[src/fault_mon_defines.svh]
`ifndef FAULT_MON_DEFINES_SVH
`define FAULT_MON_DEFINES_SVH

// ----------------------------------------------------------------------
// detection thresholds and fault codes
// ----------------------------------------------------------------------
`define DEV_LIMIT      32'h2000_0000
`define MAIN_NONE      8'h00
`define MAIN_DEV       8'h1D
`define MAIN_SAFE      8'h1E
`define MAIN_ASG       8'h21
`define MAIN_SOFT      8'h22
`define SUB_ZERO       8'h00

// ----------------------------------------------------------------------
// function numbers of the input and output assignment maps
// ----------------------------------------------------------------------
`define FN_NONE        8'h00
`define FN_CL          8'h0D
`define FN_INH         8'h0E
`define IN_FN_MAX      8'h27
`define OUT_FN_MAX     8'h1F
`define IN_CL_IDX      6
`define IN_INH_IDX     9
`define IN_COUNT       10
`define OUT_COUNT      6

// ----------------------------------------------------------------------
// register offsets
// ----------------------------------------------------------------------
`define OFS_CTRL       8'h00
`define OFS_RANGE      8'h04
`define OFS_IN_MAP_A   8'h08
`define OFS_IN_MAP_B   8'h0C
`define OFS_IN_MAP_C   8'h10
`define OFS_OUT_MAP_A  8'h14
`define OFS_OUT_MAP_B  8'h18
`define OFS_FAULT      8'h1C
`define OFS_STATUS     8'h20
`define OFS_MASK       8'h24

// ----------------------------------------------------------------------
// field positions and reset values
// ----------------------------------------------------------------------
`define CTRL_CLR_BIT   0
`define FAULT_ACT_BIT  16
`define FAULT_LOCK_BIT 17
`define EV_DEV         0
`define EV_SAFE        1
`define EV_ASG         2
`define EV_SOFT        3
`define EV_CLR         4
`define EV_W           5
`define RANGE_RST      32'h0000_0000
`define MASK_RST       5'h00
`define STATUS_RST     5'h00

`endif

[src/fault_mon_pkg.sv]
`default_nettype none

package fault_mon_pkg;
  typedef logic [7:0]  fn_t;
  typedef logic [7:0]  code_t;
  typedef logic [31:0] word_t;
  typedef enum logic [2:0] {
    ST_RUN  = 3'b001,
    ST_TRIP = 3'b010,
    ST_LOCK = 3'b100
  } fstate_t;
endpackage : fault_mon_pkg

`default_nettype wire

[src/io_map_check.sv]
`include "fault_mon_defines.svh"
`default_nettype none

module io_map_check (
  input  wire fault_mon_pkg::fn_t in_map  [10],
  input  wire fault_mon_pkg::fn_t out_map [6],
  output logic [7:0]              asg_flags
);
  import fault_mon_pkg::*;

  // ----------------------------------------------------------------------
  // checks over one group of five inputs or three outputs
  // ----------------------------------------------------------------------
  function automatic logic grp_dup(input fn_t m [10], input int base);
    logic hit;
    hit = 1'b0;
    for (int i = base; i < base + 5; i++) begin
      for (int j = i + 1; j < base + 5; j++) begin
        if (m[i] != `FN_NONE && m[i] == m[j]) begin
          hit = 1'b1;
        end
      end
    end
    return hit;
  endfunction : grp_dup

  function automatic logic in_undef(input fn_t m [10], input int base);
    logic hit;
    hit = 1'b0;
    for (int i = base; i < base + 5; i++) begin
      if (m[i] > `IN_FN_MAX) begin
        hit = 1'b1;
      end
    end
    return hit;
  endfunction : in_undef

  function automatic logic out_undef(input fn_t m [6], input int base);
    logic hit;
    hit = 1'b0;
    for (int i = base; i < base + 3; i++) begin
      if (m[i] > `OUT_FN_MAX) begin
        hit = 1'b1;
      end
    end
    return hit;
  endfunction : out_undef

  // function found on any input except the one allowed to carry it
  function automatic logic misplaced(input fn_t m [10], input fn_t fn, input int keep);
    logic hit;
    hit = 1'b0;
    for (int i = 0; i < `IN_COUNT; i++) begin
      if (i != keep && m[i] == fn) begin
        hit = 1'b1;
      end
    end
    return hit;
  endfunction : misplaced

  // ----------------------------------------------------------------------
  // flag index equals the sub code
  // ----------------------------------------------------------------------
  assign asg_flags[0] = grp_dup(in_map, 0);
  assign asg_flags[1] = grp_dup(in_map, 5);
  assign asg_flags[2] = in_undef(in_map, 0);
  assign asg_flags[3] = in_undef(in_map, 5);
  assign asg_flags[4] = out_undef(out_map, 0);
  assign asg_flags[5] = out_undef(out_map, 3);
  assign asg_flags[6] = misplaced(in_map, `FN_CL, `IN_CL_IDX);
  assign asg_flags[7] = misplaced(in_map, `FN_INH, `IN_INH_IDX);

endmodule : io_map_check

`default_nettype wire

[src/servo_fault_protection_monitor.sv]
// Notes on behaviour
// - deviation beyond 536870912 pulses trips 29/0
// - either safety input off trips 30/0
// - duplicate function on inputs one-five: 33/0
// - duplicate function on inputs six-ten: 33/1
// - undefined function on inputs one-five: 33/2
// - undefined function on inputs six-ten: 33/3
// - undefined function on outputs one-three: 33/4
// - undefined function on outputs four-six: 33/5
// - counter clear off input seven: 33/6
// - pulse inhibit off input ten: 33/7
// - position outside travel range trips 34/0
// - travel range zero disables that check
// - code 33 ignores clear until power cycle
//
// Decided for this implementation: the address-and-strobe port and the placing of the registers.
`include "fault_mon_defines.svh"
`default_nettype none

module servo_fault_protection_monitor (
  input  wire logic                 clk_sys,
  input  wire logic                 rst_n,
  input  wire logic                 clk_en,
  input  wire fault_mon_pkg::word_t deviation_count,
  input  wire logic                 safety_input_one,
  input  wire logic                 safety_input_two,
  input  wire logic                 alarm_clear_input,
  input  wire fault_mon_pkg::word_t motor_position,
  input  wire logic                 position_cmd_valid,
  input  wire logic [7:0]           reg_addr,
  input  wire fault_mon_pkg::word_t reg_wdata,
  input  wire logic                 reg_wr,
  input  wire logic                 reg_rd,
  output fault_mon_pkg::word_t      reg_rdata,
  output logic                      fault_active,
  output logic                      fault_locked,
  output fault_mon_pkg::code_t      fault_main,
  output fault_mon_pkg::code_t      fault_sub,
  output logic                      irq
);
  import fault_mon_pkg::*;

  // ----------------------------------------------------------------------
  // helpers
  // ----------------------------------------------------------------------
  function automatic word_t mag(input word_t v);
    return v[31] ? word_t'(~v + 32'h0000_0001) : v;
  endfunction : mag

  // index of the lowest set flag
  function automatic code_t first_set(input logic [7:0] f);
    code_t idx;
    idx = `SUB_ZERO;
    for (int i = 7; i >= 0; i--) begin
      if (f[i]) begin
        idx = code_t'(i);
      end
    end
    return idx;
  endfunction : first_set

  // ----------------------------------------------------------------------
  // reset release
  // ----------------------------------------------------------------------
  // async assert, released two edges after rst_n rises
  logic [1:0] rst_sync_r;
  logic       rst_s_n;

  always_ff @(posedge clk_sys or negedge rst_n) begin
    if (!rst_n) begin
      rst_sync_r <= 2'h0;
    end else begin
      rst_sync_r <= {rst_sync_r[0], 1'b1};
    end
  end

  assign rst_s_n = rst_sync_r[1];

  // ----------------------------------------------------------------------
  // registers
  // ----------------------------------------------------------------------
  word_t        range_r;
  fn_t          in_map_r  [10];
  fn_t          out_map_r [6];
  logic [4:0]   status_r;
  logic [4:0]   status_nxt;
  logic [4:0]   mask_r;
  word_t        rdata_r;
  logic         acl_q_r;
  fstate_t      state_r;
  fstate_t      state_nxt;
  code_t        main_r;
  code_t        main_nxt;
  code_t        sub_r;
  code_t        sub_nxt;

  // ----------------------------------------------------------------------
  // address decode
  // ----------------------------------------------------------------------
  wire wr_ctrl   = reg_wr && reg_addr == `OFS_CTRL;
  wire wr_range  = reg_wr && reg_addr == `OFS_RANGE;
  wire wr_in_a   = reg_wr && reg_addr == `OFS_IN_MAP_A;
  wire wr_in_b   = reg_wr && reg_addr == `OFS_IN_MAP_B;
  wire wr_in_c   = reg_wr && reg_addr == `OFS_IN_MAP_C;
  wire wr_out_a  = reg_wr && reg_addr == `OFS_OUT_MAP_A;
  wire wr_out_b  = reg_wr && reg_addr == `OFS_OUT_MAP_B;
  wire wr_status = reg_wr && reg_addr == `OFS_STATUS;
  wire wr_mask   = reg_wr && reg_addr == `OFS_MASK;

  wire [4:0] w1c = wr_status ? reg_wdata[4:0] : 5'h00;

  // ----------------------------------------------------------------------
  // detection
  // ----------------------------------------------------------------------
  logic [7:0] asg_flags;

  // assignment checks are pure decode of the maps
  io_map_check u_map_check (
    .in_map    (in_map_r),
    .out_map   (out_map_r),
    .asg_flags (asg_flags)
  );

  wire trip_dev  = mag(deviation_count) > `DEV_LIMIT;
  wire trip_safe = !safety_input_one || !safety_input_two;
  wire asg_any   = |asg_flags;
  wire soft_on   = range_r != `RANGE_RST;
  wire trip_soft = soft_on && position_cmd_valid
                   && mag(motor_position) > range_r;
  wire det_any   = trip_dev || trip_safe || asg_any || trip_soft;

  // non-clearable faults take precedence so they are never masked
  wire code_t det_main = asg_any   ? `MAIN_ASG  :
                         trip_dev  ? `MAIN_DEV  :
                         trip_safe ? `MAIN_SAFE :
                         trip_soft ? `MAIN_SOFT : `MAIN_NONE;
  wire code_t det_sub  = asg_any ? first_set(asg_flags) : `SUB_ZERO;

  // ----------------------------------------------------------------------
  // clear requests
  // ----------------------------------------------------------------------
  // clear acts only on a clearable held fault
  wire acl_rise  = alarm_clear_input && !acl_q_r;
  wire clear_req = acl_rise || (wr_ctrl && reg_wdata[`CTRL_CLR_BIT]);

  // ----------------------------------------------------------------------
  // fault state machine
  // ----------------------------------------------------------------------
  always_comb begin
    state_nxt = state_r;
    main_nxt  = main_r;
    sub_nxt   = sub_r;
    case (state_r)
      ST_RUN: begin
        if (det_any) begin
          main_nxt  = det_main;
          sub_nxt   = det_sub;
          state_nxt = asg_any ? ST_LOCK : ST_TRIP;
        end
      end
      ST_TRIP: begin
        if (clear_req) begin
          main_nxt  = `MAIN_NONE;
          sub_nxt   = `SUB_ZERO;
          state_nxt = ST_RUN;
        end
      end
      // only a power cycle leaves the locked state
      ST_LOCK: begin
        state_nxt = ST_LOCK;
      end
      default: begin
        state_nxt = ST_RUN;
        main_nxt  = `MAIN_NONE;
        sub_nxt   = `SUB_ZERO;
      end
    endcase
  end

  always_ff @(posedge clk_sys or negedge rst_s_n) begin
    if (!rst_s_n) begin
      state_r <= ST_RUN;
      main_r  <= `MAIN_NONE;
      sub_r   <= `SUB_ZERO;
      acl_q_r <= 1'b0;
    end else if (clk_en) begin
      state_r <= state_nxt;
      main_r  <= main_nxt;
      sub_r   <= sub_nxt;
      acl_q_r <= alarm_clear_input;
    end
  end

  // ----------------------------------------------------------------------
  // events and interrupt
  // ----------------------------------------------------------------------
  // one bit per latched cause, bit four per clear
  wire latch_ev = state_r == ST_RUN && det_any;
  wire clr_ev   = state_r == ST_TRIP && clear_req;

  wire [4:0] ev_vec = {clr_ev,
                       latch_ev && det_main == `MAIN_SOFT,
                       latch_ev && det_main == `MAIN_ASG,
                       latch_ev && det_main == `MAIN_SAFE,
                       latch_ev && det_main == `MAIN_DEV};

  // set wins over a write-one clear in the same cycle
  assign status_nxt = (status_r & ~w1c) | ev_vec;

  always_ff @(posedge clk_sys or negedge rst_s_n) begin
    if (!rst_s_n) begin
      status_r <= `STATUS_RST;
      mask_r   <= `MASK_RST;
    end else if (clk_en) begin
      status_r <= status_nxt;
      if (wr_mask) begin
        mask_r <= reg_wdata[4:0];
      end
    end
  end

  // level interrupt, no edge memory of its own
  assign irq = |(status_r & mask_r);

  // ----------------------------------------------------------------------
  // configuration writes
  // ----------------------------------------------------------------------
  // map writes carry four bytes, lowest index first
  wire [3:0] in_base  = wr_in_a ? 4'h0 : wr_in_b ? 4'h4 : 4'h8;
  wire       in_wr    = wr_in_a || wr_in_b || wr_in_c;
  wire [2:0] out_base = wr_out_a ? 3'h0 : 3'h4;
  wire       out_wr   = wr_out_a || wr_out_b;

  always_ff @(posedge clk_sys or negedge rst_s_n) begin
    if (!rst_s_n) begin
      range_r <= `RANGE_RST;
      for (int i = 0; i < `IN_COUNT; i++) begin
        in_map_r[i] <= `FN_NONE;
      end
      in_map_r[`IN_CL_IDX]  <= `FN_CL;
      in_map_r[`IN_INH_IDX] <= `FN_INH;
      for (int i = 0; i < `OUT_COUNT; i++) begin
        out_map_r[i] <= `FN_NONE;
      end
    end else if (clk_en) begin
      if (wr_range) begin
        range_r <= reg_wdata;
      end
      // bytes past the last index are dropped
      for (int k = 0; k < 4; k++) begin
        if (in_wr && int'(in_base) + k < `IN_COUNT) begin
          in_map_r[int'(in_base) + k] <= reg_wdata[8*k +: 8];
        end
        if (out_wr && int'(out_base) + k < `OUT_COUNT) begin
          out_map_r[int'(out_base) + k] <= reg_wdata[8*k +: 8];
        end
      end
    end
  end

  // ----------------------------------------------------------------------
  // read path
  // ----------------------------------------------------------------------
  wire word_t in_a_val  = {in_map_r[3], in_map_r[2], in_map_r[1], in_map_r[0]};
  wire word_t in_b_val  = {in_map_r[7], in_map_r[6], in_map_r[5], in_map_r[4]};
  wire word_t in_c_val  = {16'h0000, in_map_r[9], in_map_r[8]};
  wire word_t out_a_val = {out_map_r[3], out_map_r[2], out_map_r[1], out_map_r[0]};
  wire word_t out_b_val = {16'h0000, out_map_r[5], out_map_r[4]};
  wire word_t fault_val = {14'h0000, state_r == ST_LOCK, state_r != ST_RUN,
                           main_r, sub_r};

  // unmapped offsets read as zero
  wire word_t rd_val =
    reg_addr == `OFS_RANGE     ? range_r   :
    reg_addr == `OFS_IN_MAP_A  ? in_a_val  :
    reg_addr == `OFS_IN_MAP_B  ? in_b_val  :
    reg_addr == `OFS_IN_MAP_C  ? in_c_val  :
    reg_addr == `OFS_OUT_MAP_A ? out_a_val :
    reg_addr == `OFS_OUT_MAP_B ? out_b_val :
    reg_addr == `OFS_FAULT     ? fault_val :
    reg_addr == `OFS_STATUS    ? {27'h0000000, status_r} :
    reg_addr == `OFS_MASK      ? {27'h0000000, mask_r}   : 32'h0000_0000;

  // data stand only in the cycle after the read strobe
  always_ff @(posedge clk_sys or negedge rst_s_n) begin
    if (!rst_s_n) begin
      rdata_r <= 32'h0000_0000;
    end else if (clk_en) begin
      rdata_r <= reg_rd ? rd_val : 32'h0000_0000;
    end
  end

  // ----------------------------------------------------------------------
  // outputs
  // ----------------------------------------------------------------------
  // status outputs decoded from the state register
  assign reg_rdata    = rdata_r;
  assign fault_active = state_r != ST_RUN;
  assign fault_locked = state_r == ST_LOCK;
  assign fault_main   = main_r;
  assign fault_sub    = sub_r;

endmodule : servo_fault_protection_monitor

`default_nettype wire

[config.mk]
export PLATFORM = sky130hd
export DESIGN_NAME = servo_fault_protection_monitor
export DESIGN_NICKNAME = d
export VERILOG_FILES = /design/src/fault_mon_pkg.sv /design/src/io_map_check.sv /design/src/servo_fault_protection_monitor.sv
export VERILOG_INCLUDE_DIRS = /design/src
export SDC_FILE = /design/constraint.sdc
export NUM_CORES = 1
export LEC_CHECK = 0
export ABC_AREA = 0
export BUFFER_PORTS_ARGS = -buffer_cell sky130_fd_sc_hd__buf_2
export CAP_MARGIN = 15
export CORE_ASPECT_RATIO = 0.6
export CORE_MARGIN = 2
export CORE_UTILIZATION = 35
export CTS_BUF_LIST = sky130_fd_sc_hd__clkbuf_16
export DETAILED_ROUTE_END_ITERATION = 7
export GPL_TIMING_DRIVEN = 0
export SLEW_MARGIN = 15
export SYNTH_ARGS = -nofsm -noshare
export SYNTH_HDL_FRONTEND = slang
export SYNTH_HIERARCHICAL = 1
export SYNTH_SLANG_ARGS = --single-unit
[constraint.sdc]
create_clock -name clk_sys -period 9 [get_ports clk_sys]
set_clock_uncertainty 0.1 [all_clocks]
set_input_delay 0.45 -clock clk_sys [delete_from_list [all_inputs] [get_ports clk_sys]]
set_output_delay 0.45 -clock clk_sys [all_outputs]
set_load 0.03 [all_outputs]
### Word-level counts from Yosys, hierarchy flattened

Cells that the tools add are included.

* output and inout bits: 51
* word-level logic and storage cells: 359
* bits in registers: 224

* $lt $le $gt $ge: 42
* bitwise operators: 15
* $add $sub $neg: 8
* equal/unequal tests: 57
* multiplexer cells: 130
* reductions and logical operators: 82

Operators with widths (count)
* $mux W80: 7
* $mux W48: 7
* $bwmux W80: 4
* $lt A32 B1 Y1 const B: 8
* $mux W32: 8
* $bwmux W48: 4
* $eq A8 B4 Y1 const B: 20
* $eq A8 B8 Y1: 20
* $mux W8: 19
* $demux W8 S4: 4
* $ge A32 B4 Y1 const B: 4
* $ge A32 B5 Y1 const B: 4
* $not A4 Y32: 4
* $demux W8 S3: 4
* $lt A32 B4 Y1 const B: 3
* $lt A32 B5 Y1 const B: 3
* $not A5 Y32: 3
* $gt A8 B6 Y1 const B: 10
* $add A32 B1 Y32 const B: 2
* $not A32 Y32: 2
* $reduce_bool A8 Y1: 8
* $logic_and A1 B1 Y1: 55
* $mux W1: 54
* $gt A8 B5 Y1 const B: 6
* 39 further kinds: 71

### Longest topological paths before layout

* word-level depth: 21
* depth in mapped cells: 19

### Modules after synthesis

The synthesis kept the hierarchy.

Modules (own cells, without submodules)
* servo_fault_protection_monitor: sequential area each 5388.9 µm², area each 11977.7 µm², cells an instance 1116, times used 1
* io_map_check: sequential area each 0.0 µm², area each 2752.6 µm², cells an instance 390, times used 1

### Worst setup path after synthesis

No wires, ideal clock.

* path kind: input-to-reg
* start point: input port motor_position[5]
* end point: register main_r[1] (netlist: fault_main[1])
* required time: 8.779 ns
* path slack: 4.252 ns
* arrival: 4.527 ns
* stages: 17
* cells stage by stage: or4_4 -> or4_4 -> or4_4 -> or3_4 -> nand2b_4 -> o41ai_4 -> xnor2_1 -> ha_1 -> nand4_1 -> nor4_1 -> and3_1 -> o31ai_1 -> nand4_1 -> nand2_1 -> and4_1 -> a21o_2 -> a22o_1

* cells in the longest elaborated chain, start to end: 11

Ends and longest elaborated chain
* start: declaration: RTL line servo_fault_protection_monitor.sv:28 `input wire fault_mon_pkg::word_t motor_position,`
* $not A32 Y32: RTL line servo_fault_protection_monitor.sv:47 `return v[31] ? word_t'(~v + 32'h0000_0001) : v;`
* $add A32 B1 Y32: RTL line servo_fault_protection_monitor.sv:47
* $mux W32 *: RTL line servo_fault_protection_monitor.sv:47
* $gt A32 B32 Y1 *: RTL line servo_fault_protection_monitor.sv:129 `&& mag(motor_position) > range_r;`
* $logic_and A1 B1 Y1 *: RTL line servo_fault_protection_monitor.sv:129
* $mux W6 (no line) (4 in series)
* $mux W8: RTL line servo_fault_protection_monitor.sv:155 `if (det_any) begin`
* $pmux W8 S3: RTL line servo_fault_protection_monitor.sv:153 `case (state_r)`
* end signal: assignment: RTL line servo_fault_protection_monitor.sv:183 `` main_r <= `MAIN_NONE; ``
* end signal: assignment: RTL line servo_fault_protection_monitor.sv:188 `main_r <= main_nxt;`
* end: declaration: RTL line servo_fault_protection_monitor.sv:92 `code_t main_r;`

Mark *: on every way between the ends. The rest lies on a longest branch, timed or not. The select of a mux whose other input is x is not followed.
A chain may end at the register's enable or synchronous reset.

### Worst setup path after layout

Ends and elaborated chain as after synthesis.

==> results by group <==
Clocking
  – Worst-path clk slew: 0.06 ns
  – CTS tree: yes
  – CTS Buf Count: 21
  – Post-CTS Setup Bufs: 0
  – Clock Latency Late Sink: around 0.54 ns
  – CTS Root Cell: clkbuf_16
  – Hold buffers post-CTS: 1
  – Clock Path Buffers: 3
  – Post_cts resized: 0
  – CTS Sinks: 215
  – H-tree lvl count: 1

Synth
  – EDFF count, synth: 0
  – Ys Warns: 6
  – Syn Inst Count: 1506
  – Mapped cell area: 14700 um2
  – Synth cell types: 89
  – Seq/Total Area, Yosys: a little over a third
  – Main flop type after synthesis: dfrtp_1
  – Synthesized area per cell: 9.78 um2
  – Async SR Flop Fraction: 100%
  – Seq cells post-synth: 215

Critical path
  – Startpoint types: input port
  – FF-to-FF Start: in_a_val[0]$_DFFE_PN0P_
  – R2R Setup Slk: 4.96 ns
  – Crit path capture type: flip-flop
  – Setup CP Type: input port to flip-flop
  – CP max FO: 5
  – CP most frequent cell: or4_4
  – Critical-path cell with the highest stage delay: or4_4
  – Worst Path Required: 9.32 ns
  – CP startpoint: motor_position[5]
  – R2R depth: 13
  – Worst reg2reg path endpoint: fault_main[1]$_DFFE_PN0P_
  – Max stage delay on crit path: 0.56 ns
  – WP data arrival: about 5.6 ns
  – Crit-path cells: buf_2, or4_4, or4_4, or4_4, or3_4, nand2b_4, o41ai_4, xnor2_1, ha_1, nand4_1, nor4_1, and3_1, o31ai_1, nand4_1, nand2_1, and4_1, a21o_2, a22o_1

Power
  – Leak Pwr: 7.70 nW
  – Tot Pwr: 2.45 mW
  – Peak VDD IR: approximately 0.11 mV
  – Power density over the cells: 144 nW/um2

GRT
  – First-pass GRT wire length: approximately 83 mm
  – Initial antenna violation count: 0
  – GRT Total Usage: between 20% and 30%
  – Number of global-route vias before repair: ~13000
  – Total congestion overflow: 0
  – Pin count of the biggest net entering global routing: 63

Floorplan
  – CORE AREA: around 42000 um2
  – FP Rows: 58
  – Top-level port count: between 150 and 200
  – Initial core utilization: 35.3%
  – Die footprint: 43800 um2
  – Die width: 269 um
  – Die H: 163 um

Finish
  – Fraction of final layout cells sized beyond drive strength 1: between 20 and 30%
  – Fin util: 40.7%
  – Diodes inserted: 0
  – P&R area growth vs syn: 15.2%
  – Nets: 1836
  – Most common cell after layout, fill and taps aside: dfrtp_1
  – Commonest cells after routing, fill and taps aside: dfrtp_1 (207), mux2_2 (191), buf_2 (190)

Min path
  – Hold Path Class: input port to flip-flop
  – Hold endpoint: acl_q_r$_DFFE_PN0P_
  – Worst hold start: alarm_clear_input
  – Hold path depth: 2

Timing
  – Tcrit/Tclk final: 58.8%
  – Actual slew at the worst max-slew pin: 0.994 ns
  – Rel. slew slack: 33.7%
  – RSZ-0062 raised after global routing: false
  – Final hold viol count: 0
  – Min Clock Period, post-route: about 5.3 ns
  – Endpoints failing setup: 0
  – Slew Viols, Final: 0
  – Fmax: 0.189 GHz

Place
  – HPWL Detailed: 44.8 mm
  – Port Buffers: 149
  – GP Congestion: 0.988

Outcome
  – Status: finished, final reports clean

Route
  – Vias: ~13000
  – DRT iter0 DRCs: around 1600
  – Total wire length: 56.2 mm
  – Detailed-route DRC error count: 0
  – Vias per cell: 5.79
  – DR pass1 iterations: 6
  – WL/cell: 24.7 um
  – Post-route ant nets: 0

Run
  – Maxcap violations: 0
==> Yosys cell counts, drive strengths merged, types with 9 or more instances <==
cell type,instances,share of area [%]
nor2,65,1.7
nand2b,13,0.65
a221oi,13,0.77
ha,34,2.9
and3,11,0.47
o31ai,12,0.65
o22ai,41,1.8
nand2,59,1.5
a22oi,9,0.46
nor3,34,1.2
xnor2,142,8.4
a222oi,18,1.2
xor2,48,2.9
a21oi,46,1.6
o21ai,52,1.8
nor4,60,2.6
nand4,49,2.1
buf,73,2.9
inv,81,2.1
clkbuf,69,1.8
or4,15,0.97
mux2i,11,0.75
dfrtp,208,35
mux2,191,15
nand3,24,0.82
==> worst max-delay path: cells and delay by family <==
kind,cells,cell delay [ns]
AND/OR/NAND/NOR,11,3.73
buffers and inverters,1,0.13
AO/OA/AOI/OAI,4,0.85
adder cells (fa/ha/maj),1,0.31
XOR/XNOR,1,0.15
==> layer usage <==
| metal | global-route usage [%] | vias to the layer above | part of all wire [%] |
|---|---|---|---|
| li1 | - | 5845 | - |
| met1 | 40.3 | 6665 | 49 |
| met2 | 33.9 | 606 | 39 |
| met3 | 7.86 | 50 | 11 |
| met4 | 2.80 | 0 | 1.0 |
| met5 | 0 | - | 0 |
==> cells by family (layout without fill, tap and decap cells) <==
logic type	after synthesis	in the layout	synth area share, %
buffers and inverters	223	414	6.70
xor gates and xnor gates	190	190	11.3
and+or+nand+nor	380	380	14.8
adders and majority gates	34	34	2.89
other	2	8	0.0510
muxes	202	202	15.3
AOI/OAI and AO/OA	260	260	12.4
DFF	215	215	36.6
==> worst max path at each step <==
stage | slack (ns) | endpoint | cells past startpoint
floorplan | 2.48 | acl_q_r$_DFFE_PN0P_ | 0
global placement | -0.09 | reg_rdata[25]$_DFFE_PN0P_ | 0
global route | 3.58 | fault_main[1]$_DFFE_PN0P_ | 18
CTS | 3.75 | fault_main[1]$_DFFE_PN0P_ | 18
detailed placement | 3.21 | fault_main[1]$_DFFE_PN0P_ | 18
finish | 3.71 | fault_main[1]$_DFFE_PN0P_ | 18
==> flip-flops by register name (all words and copies together), names as in the netlist <==
signal      count
in_a_val       32
in_b_val       32
out_a_val      32
range_r        32
reg_rdata      32
in_c_val       16
out_b_val      16
mask_r          5
status_r        5
fault_main      4
fault_sub       3
state_r         3
rst_sync_r      2
acl_q_r         1
==> power breakdown <==
part           internal, mW  switching [mW]  total, mW  leakage [nW]
clock network         0.480           0.400      0.879         0.340
registers              1.01          0.0467       1.06          2.94
logic                 0.190           0.320      0.510          4.43
total                  1.68           0.766       2.45          7.70
==> per-stage QoR <==
step | setup TNS [ns] | setup WS, ns | instance area (um2) | std cells | hold WS [ns]
floorplan | 0 | 2.48 | 14800 | 1512 | 0.0544
global placement | -9.77 | -0.0938 | 16200 | 2231 | 0.134
detailed placement | 0 | 3.21 | 16300 | 2235 | 0.0877
CTS | 0 | 3.75 | 17000 | 2273 | 0.0691
global route | 0 | 3.58 | 17000 | 2273 | 0.0843
finish | 0 | 3.71 | 17000 | 2273 | 0.0687
==> layout make-up <==
class,count,area (um2)
tap,570,713
fill,4170,24800
inverter,81,304
clock buffer,21,526
clock inverter,16,118
multi-input combinational,1074,8380
timing repair buffer,154,858
sequential,215,5390
buffer,142,683
No activity file was read; power rests on OpenSTA's default activity.
